$ cat src/logic/gps_regs.svh
// Register offsets, field positions, reset values and constants of the group selector
`ifndef GPS_REGS_SVH
`define GPS_REGS_SVH

// ---------------------------------------------------------------
// Register offsets (byte addresses)
// ---------------------------------------------------------------
`define GPS_ADDR_W 4
`define GPS_OFF_CTRL 4'h0
`define GPS_OFF_FORCE 4'h4
`define GPS_OFF_REMOTE 4'h8
`define GPS_OFF_STATUS 4'hc

// ---------------------------------------------------------------
// Field positions
// ---------------------------------------------------------------
`define GPS_CTRL_FORCE_EN_BIT 0
`define GPS_CTRL_USED_LSB 4
`define GPS_CTRL_USED_MSB 6
`define GPS_STAT_ACTIVE_LSB 0
`define GPS_STAT_ACTIVE_MSB 2
`define GPS_STAT_FAIL_CFG_BIT 8
`define GPS_STAT_FAIL_PRIO_BIT 9
`define GPS_STAT_FAIL_FORCE_BIT 10

// ---------------------------------------------------------------
// Reset values and codes
// ---------------------------------------------------------------
`define GPS_GROUP_NONE 4'h0
`define GPS_USED_RESET 3'h0
`define GPS_ACTIVE_RESET 3'h0
`define GPS_FORCE_EN_RESET 1'h0

`endif

$ cat src/logic/gps_pkg.sv
// Types shared by the group priority selector
package gps_pkg;

    // Number of parameter groups and width of a group index
    localparam int GPS_GROUPS = 8;
    typedef logic [2:0] gps_index_t;
    typedef logic [3:0] gps_code_t;
    typedef logic [GPS_GROUPS-1:0] gps_mask_t;

    // Who currently owns the active group
    typedef enum logic [1:0] {
        GPS_MODE_IDLE,
        GPS_MODE_AUTO,
        GPS_MODE_FORCED
    } gps_mode_e;

endpackage

$ cat src/logic/gps_selector.sv
// Parameter group priority selector with force and remote change
//
// What this block does
// Eight groups, exactly one reported active.
// Reset: group one only, selection idle.
// Several enabled groups: requests pick active.
// Force on: forced group replaces automatic selection.
// Forced group None or one..eight, configured only; the code refuses a write of None.
// After force off, forced group stays.
// Force enable resets off; forced writes need it.
// Operator enables target and force first.
// Request inputs may be pulses or levels.
// Fixed priority, group one highest.
// Two held levels: higher priority active.
// Pulse selection persists until another request.
// Held group one blocks all others.
// Held group N blocks only lower groups.
// Held group eight blocks nothing.
// Remote change None..eight, refused when blocked.
// Used groups from one; new groups default.
// Active status one..eight, group one after reset.
// Force off with held levels resumes automatic.
// Flag requests to unconfigured groups, except while force is on.
// Flag requests refused by higher held group.
// Rising edge per input is one event.
//
// Local design decisions: strobed register access and the register addresses.
`timescale 1ns/1ps

`include "gps_regs.svh"

module gps_selector
    import gps_pkg::*;
#(
    parameter int GROUPS = 8
) (
    input wire logic clk_sys,
    input wire logic reset,
    input wire logic [`GPS_ADDR_W-1:0] bus_addr,
    input wire logic [31:0] bus_wdata,
    input wire logic bus_wr,
    input wire logic bus_rd,
    output logic [31:0] bus_rdata,
    input wire logic [GROUPS-1:0] group_req_in,
    output logic [2:0] active_group,
    output logic [GROUPS-1:0] group_enabled,
    output logic [GROUPS-1:0] load_defaults,
    output logic fail_unconfigured,
    output logic fail_priority,
    output logic fail_force
);

    // ---------------------------------------------------------------
    // Helper functions
    // ---------------------------------------------------------------

    // Lowest set bit wins: group one has top priority
    function automatic gps_index_t lowest_index(input gps_mask_t m);
        gps_index_t idx;
        idx = 3'h0;
        for (int i = GPS_GROUPS - 1; i >= 0; i--) begin
            if (m[i]) begin
                idx = 3'(i);
            end
        end
        return idx;
    endfunction

    // Groups blocked by held levels of higher priority
    function automatic gps_mask_t blocked_by(input gps_mask_t held);
        gps_mask_t b;
        b = '0;
        for (int j = 1; j < GPS_GROUPS; j++) begin
            for (int i = 0; i < j; i++) begin
                if (held[i]) begin
                    b[j] = 1'b1;
                end
            end
        end
        return b;
    endfunction

    // Enabled mask from a used-groups count minus one
    function automatic gps_mask_t used_mask(input gps_index_t used);
        gps_mask_t m;
        m = '0;
        for (int i = 0; i < GPS_GROUPS; i++) begin
            m[i] = (3'(i) <= used);
        end
        return m;
    endfunction

    // ---------------------------------------------------------------
    // Request input synchroniser and edge detection
    // ---------------------------------------------------------------
    gps_mask_t req_meta_reg;
    gps_mask_t req_sync_reg;
    gps_mask_t req_prev_reg;
    gps_mask_t req_edge;

    // Two flops per pin before any logic looks at it
    always_ff @(posedge clk_sys) begin
        if (reset) begin
            req_meta_reg <= '0;
            req_sync_reg <= '0;
            req_prev_reg <= '0;
        end else begin
            req_meta_reg <= group_req_in;
            req_sync_reg <= req_meta_reg;
            req_prev_reg <= req_sync_reg;
        end
    end

    // One event per rising edge
    assign req_edge = req_sync_reg & ~req_prev_reg;

    // ---------------------------------------------------------------
    // Register bus decode
    // ---------------------------------------------------------------
    logic force_en_reg;
    gps_index_t used_reg;
    gps_code_t force_group_reg;
    gps_code_t remote_group_reg;
    gps_index_t active_reg;
    gps_mask_t enabled;
    logic wr_ctrl;
    logic wr_force;
    logic wr_remote;
    gps_code_t wcode;
    logic force_ok;

    assign wr_ctrl = bus_wr && (bus_addr == `GPS_OFF_CTRL);
    assign wr_force = bus_wr && (bus_addr == `GPS_OFF_FORCE);
    assign wr_remote = bus_wr && (bus_addr == `GPS_OFF_REMOTE);
    assign wcode = bus_wdata[3:0];
    assign enabled = used_mask(used_reg);

    // Forced write accepted only with force on and a configured target
    assign force_ok = force_en_reg && (wcode != `GPS_GROUP_NONE) && (wcode <= 4'h8)
        && enabled[3'(wcode - 4'h1)];

    // Control register: force enable and used-groups count
    always_ff @(posedge clk_sys) begin
        if (reset) begin
            force_en_reg <= `GPS_FORCE_EN_RESET;
            used_reg <= `GPS_USED_RESET;
        end else if (wr_ctrl) begin
            force_en_reg <= bus_wdata[`GPS_CTRL_FORCE_EN_BIT];
            used_reg <= bus_wdata[`GPS_CTRL_USED_MSB:`GPS_CTRL_USED_LSB];
        end
    end

    // Forced group: taken only while forcing is allowed
    always_ff @(posedge clk_sys) begin
        if (reset) begin
            force_group_reg <= `GPS_GROUP_NONE;
        end else if (wr_force && force_ok) begin
            force_group_reg <= wcode;
        end
    end

    // Remote change value None..eight, read back as written
    always_ff @(posedge clk_sys) begin
        if (reset) begin
            remote_group_reg <= `GPS_GROUP_NONE;
        end else if (wr_remote && (wcode <= 4'h8)) begin
            remote_group_reg <= wcode;
        end
    end

    // ---------------------------------------------------------------
    // Selection logic
    // ---------------------------------------------------------------
    gps_mode_e mode;
    gps_mask_t remote_req;
    gps_mask_t all_req;
    gps_mask_t blocked;
    gps_mask_t winners;
    gps_index_t active_next;

    // Remote write becomes a one-cycle request for its group
    always_comb begin
        remote_req = '0;
        if (wr_remote && (wcode != `GPS_GROUP_NONE) && (wcode <= 4'h8)) begin
            remote_req[3'(wcode - 4'h1)] = 1'b1;
        end
    end

    // Held levels request continuously, edges and remote once
    assign all_req = req_sync_reg | req_edge | remote_req;
    assign blocked = blocked_by(req_sync_reg);
    assign winners = all_req & enabled & ~blocked;

    // Mode of operation
    always_comb begin
        if (force_en_reg) begin
            mode = GPS_MODE_FORCED;
        end else if (used_reg == 3'h0) begin
            mode = GPS_MODE_IDLE;
        end else begin
            mode = GPS_MODE_AUTO;
        end
    end

    // Next active group
    always_comb begin
        active_next = active_reg;
        case (mode)
            GPS_MODE_IDLE: begin
                active_next = 3'h0;
            end
            GPS_MODE_FORCED: begin
                if (force_group_reg != `GPS_GROUP_NONE) begin
                    active_next = 3'(force_group_reg - 4'h1);
                end
            end
            GPS_MODE_AUTO: begin
                if (|winners) begin
                    active_next = lowest_index(winners);
                end else if (!enabled[active_reg]) begin
                    active_next = 3'h0;
                end
            end
            default: begin
                active_next = 3'h0;
            end
        endcase
    end

    // Active group register
    always_ff @(posedge clk_sys) begin
        if (reset) begin
            active_reg <= `GPS_ACTIVE_RESET;
        end else begin
            active_reg <= active_next;
        end
    end

    // ---------------------------------------------------------------
    // Failure flags and group enable outputs
    // ---------------------------------------------------------------
    logic fail_cfg_reg;
    logic fail_prio_reg;
    logic fail_force_reg;
    gps_mask_t enabled_reg;
    gps_mask_t load_reg;

    // Level flags follow the requests that cause them
    always_ff @(posedge clk_sys) begin
        if (reset) begin
            fail_cfg_reg <= 1'b0;
            fail_prio_reg <= 1'b0;
        end else begin
            fail_cfg_reg <= (mode != GPS_MODE_FORCED)
                && |(all_req & ~enabled);
            fail_prio_reg <= (mode == GPS_MODE_AUTO)
                && |(all_req & enabled & blocked);
        end
    end

    // Refused forced write sets, accepted one clears; set wins
    always_ff @(posedge clk_sys) begin
        if (reset) begin
            fail_force_reg <= 1'b0;
        end else if (wr_force && !force_ok) begin
            fail_force_reg <= 1'b1;
        end else if (wr_force) begin
            fail_force_reg <= 1'b0;
        end
    end

    // Enabled mask and one-cycle default load for new groups
    always_ff @(posedge clk_sys) begin
        if (reset) begin
            enabled_reg <= 8'h01;
            load_reg <= '0;
        end else begin
            enabled_reg <= enabled;
            load_reg <= enabled & ~enabled_reg;
        end
    end

    // ---------------------------------------------------------------
    // Read data
    // ---------------------------------------------------------------
    logic [31:0] rdata_reg;
    logic [31:0] rdata_next;

    // Unmapped offsets read as zero
    always_comb begin
        rdata_next = 32'h0000_0000;
        case (bus_addr)
            `GPS_OFF_CTRL: begin
                rdata_next[`GPS_CTRL_FORCE_EN_BIT] = force_en_reg;
                rdata_next[`GPS_CTRL_USED_MSB:`GPS_CTRL_USED_LSB] = used_reg;
            end
            `GPS_OFF_FORCE: begin
                rdata_next[3:0] = force_group_reg;
            end
            `GPS_OFF_REMOTE: begin
                rdata_next[3:0] = remote_group_reg;
            end
            `GPS_OFF_STATUS: begin
                rdata_next[`GPS_STAT_ACTIVE_MSB:`GPS_STAT_ACTIVE_LSB] = active_reg;
                rdata_next[`GPS_STAT_FAIL_CFG_BIT] = fail_cfg_reg;
                rdata_next[`GPS_STAT_FAIL_PRIO_BIT] = fail_prio_reg;
                rdata_next[`GPS_STAT_FAIL_FORCE_BIT] = fail_force_reg;
            end
            default: begin
                rdata_next = 32'h0000_0000;
            end
        endcase
    end

    // Read data stands in the cycle after the strobe
    always_ff @(posedge clk_sys) begin
        if (reset) begin
            rdata_reg <= 32'h0000_0000;
        end else if (bus_rd) begin
            rdata_reg <= rdata_next;
        end else begin
            rdata_reg <= 32'h0000_0000;
        end
    end

    assign bus_rdata = rdata_reg;
    assign active_group = active_reg;
    assign group_enabled = enabled_reg;
    assign load_defaults = load_reg;
    assign fail_unconfigured = fail_cfg_reg;
    assign fail_priority = fail_prio_reg;
    assign fail_force = fail_force_reg;
endmodule

$ cat config.mk
export PLATFORM = sky130hd
export DESIGN_NAME = gps_selector
export DESIGN_NICKNAME = d
export VERILOG_FILES = /design/src/logic/gps_pkg.sv /design/src/logic/gps_selector.sv
export VERILOG_INCLUDE_DIRS = /design/src /design/src/logic
export SDC_FILE = /design/constraint.sdc
export NUM_CORES = 1
export LEC_CHECK = 0
export ABC_AREA = 1
export BUFFER_PORTS_ARGS = -buffer_cell sky130_fd_sc_hd__buf_2
export CAP_MARGIN = 40
export CORE_UTILIZATION = 52
export CTS_BUF_LIST = sky130_fd_sc_hd__clkbuf_16
export DETAILED_ROUTE_END_ITERATION = 8
export PLACE_DENSITY = 0.91
export SYNTH_ARGS = -nofsm -noshare
export SYNTH_HDL_FRONTEND = slang
export SYNTH_SLANG_ARGS = --single-unit
$ cat constraint.sdc
create_clock -name clk_sys -period 5.65 [get_ports clk_sys]
set_input_delay 1.13 -clock clk_sys [delete_from_list [all_inputs] [get_ports clk_sys]]
set_output_delay 1.13 -clock clk_sys [all_outputs]
set_load 0.02 [all_outputs]
==> results.ini <==
[detailed_routing]
drc_errors=0
routed_via_density=4.826
ant_nets=0
drt_iter0_markers=143
drt-total-wl_um=5816
vias=2442
first_pass_iters=4
wl_per_cell_um=11.49

[timing]
drv_slew=0
tns_ps=0
finalClockSkew_ps=5.828
min_period_over_period_pct=50.95
fin_ws_ps=2772
grt_setup_unrepaired=false
min_period_ps=2878
slew_headroom_pct=63.39
hold_violations=0
clock.fmax_mhz=347.4
worstMarginPinSlew_ps=549.2
finalSetupViolations=0

[logic_synthesis]
synthTopCellsByCount=nand2_1, dfxtp_1, inv_1
synthDistinctLibCells=31
netlist.area_leader.share_pct=44.14
ys_ff_latch=60
yosys_warnings=0
netlist_top_cells_area=dfxtp_1, nand2_1, inv_1, nor2_1, buf_4
yosysMostFrequentCell=nand2_1
ys_seq_area_share_pct=44.14
synth_edf_count=0
synth_largest_area_cell=dfxtp_1
synth.avg_cell_area_um2=7.218
async_flop_share_pct=0
netlist_area_mm2=0.002721
netlist_instances=377
ys_dominant_reg_cell=dfxtp_1

[setup_path]
slowest_delay_ps=250
path_cells=buf_2 -> inv_1 -> ha_1 -> nand2_2 -> nand2_1 -> nand2_2 -> nor2_4 -> nand3_1 -> nand2_1 -> nand3b_1 -> nand2_1 -> nor2_1 -> nand2_1 -> nand2_2 -> nor3_1 -> nor2_1
cp-end-kind=register
cp-endpoint=active_group[2]
ff2ff_setup_slack_ps=3630
path_class=in -> reg
startpoint_type=input pin
r2r-start=used_reg[2]
crit_fanout=8
cp.arrival_ps=3090
reg2reg_depth=13
cp.required_ps=5860
path_buf_inv=2
cp_common_cell=nand2_1
crit_cells=16
cp_top_family=simple AND/OR/NAND/NOR gates
cp-startpoint=bus_wdata[0]
cpMaxStageDelayCell=ha_1
rr_endpoint=active_group[0]

[layout]
fin_cells=506
drive_gt1_share_pct=20.27
diodes=0
area_growth_pct=20.92
largest_reg_flops=10
layout.nets=484

[global_routing]
grt_usage_pct=23.07
grt_pass1_wl_um=9363
grt_max_degree=34
antenna_found_initial=0
grt_pass1_vias=2214
overflow=0

[cts]
cts_buffers=9
cts-root-buf=clkbuf_16
cts_setup_buffers=0
cts_tree=yes
cts_sinks=60
clockBufferDepth=2
post_cts_resized=0
clk_latency_ps=320
holdBufCountCts=0
clk_pin_slew_ps=50
htreeDepth=3

[floorplan]
start_util_pct=55.77
die_y_um=74.34
core_mm2=0.004880
die_w_um=74.34
ios=102
rows=25
die-area_mm2=0.005526

[place]
dp_slack_ps=2473
gp_congestion=0.8990
numPortBuffers=54
placed_cells=490
hpwlAfterDp_um=4253

[worst_hold_path]
hp-class=reg -> reg

[pwr]
leakage_nw=1.633
power_density_mw_per_mm2=343.1
vdd_ir_drop_max_mv=0.3411

[outcome]
status=finished, final reports clean

[flow_run]
drv_cap=0

kinds of logic (layout without fill, tap and decap cells):
family	after synthesis	count (layout)	synth area share [%]
DFF	60	60	44.14
buffers and inverters	93	134	16.00
and+or+nand+nor	171	171	28.28
adders and majority gates	2	2	0.9194
AOI/OAI and AO/OA	49	49	10.39
other	2	23	0.2760
placed cells by master (no fill, tap or decap):
| cell type | n |
|---|---|
| nor2_4 | 2 |
| o221ai_1 | 1 |
| nor3_1 | 16 |
| clkinv_1 | 2 |
| nand3_2 | 2 |
| inv_1 | 59 |
| inv_2 | 6 |
| a211oi_1 | 3 |
| buf_2 | 54 |
| dfxtp_1 | 60 |
| clkinv_2 | 1 |
| a21oi_4 | 1 |
| nand3b_2 | 1 |
| a221oi_1 | 1 |
| nor4_4 | 1 |
| o22ai_1 | 3 |
| nor2_2 | 1 |
| a21oi_1 | 22 |
| nand4_1 | 1 |
| conb_1 | 23 |
| nor4_1 | 1 |
| o21ai_0 | 15 |
| or2_2 | 2 |
| ha_1 | 2 |
| nor2_1 | 55 |
| nand2_2 | 5 |
| bufinv_16 | 3 |
| nand2_1 | 66 |
| nor3_2 | 1 |
| nand3b_1 | 1 |
| clkbuf_16 | 9 |
| nand3_1 | 16 |
| o211ai_1 | 3 |
through the flow:
step	utilization, %	total power, mW	hold WS (ps)	cell area [um2]
2_1_floorplan	-	0.5234	388.3	2800
3_5_place_dp	60.64	0.5351	395.2	2959
5_1_grt	67.44	1.171	413.6	3291
6_report	67.44	1.129	397.9	3291
4_1_cts	67.44	1.134	401.9	3291
3_3_place_gp	60.64	0.5325	388.7	2959
worst min-delay path: stages (launching register included):
cell,delay (ps)
dfxtp_1,290
inv_1,40
nor2_1,30
how the worst min path moves through the flow:
| stage | from | to | cells past startpoint |
|---|---|---|---|
| detailed placement | req_meta_reg[7] | req_sync_reg[7] | 2 |
| global route | req_meta_reg[4] | req_sync_reg[4] | 2 |
| global placement | req_meta_reg[3] | req_sync_reg[3] | 2 |
| finish | req_meta_reg[2] | req_sync_reg[2] | 2 |
| floorplan | req_meta_reg[0] | req_sync_reg[0] | 2 |
| CTS | req_meta_reg[4] | req_sync_reg[4] | 2 |
final cells by class:
type	count	area, um2
Sequential cell	60	1201
Inverter	64	240.2
Multi-Input combinational cell	245	1164
Clock inverter	7	106.4
Timing Repair Buffer	54	270.3
Clock buffer	9	225.2
Tap cell	67	83.83
Fill cell	433	1589
per-layer routing:
layer  GRT usage (%)  vias to the layer above  wire [um]
met5               0                        -          0
li1                -                     1246          -
met2           40.10                      103       2885
met1           24.98                     1076       2398
met3           9.079                       17        386
met4           9.853                        0        145
report_power, final:
group | switching [mW] | internal, mW
combinational | 0.0637 | 0.0247
sequential | 0.00527 | 0.435
clock | 0.177 | 0.424
Power figures use the tool's default switching activity.
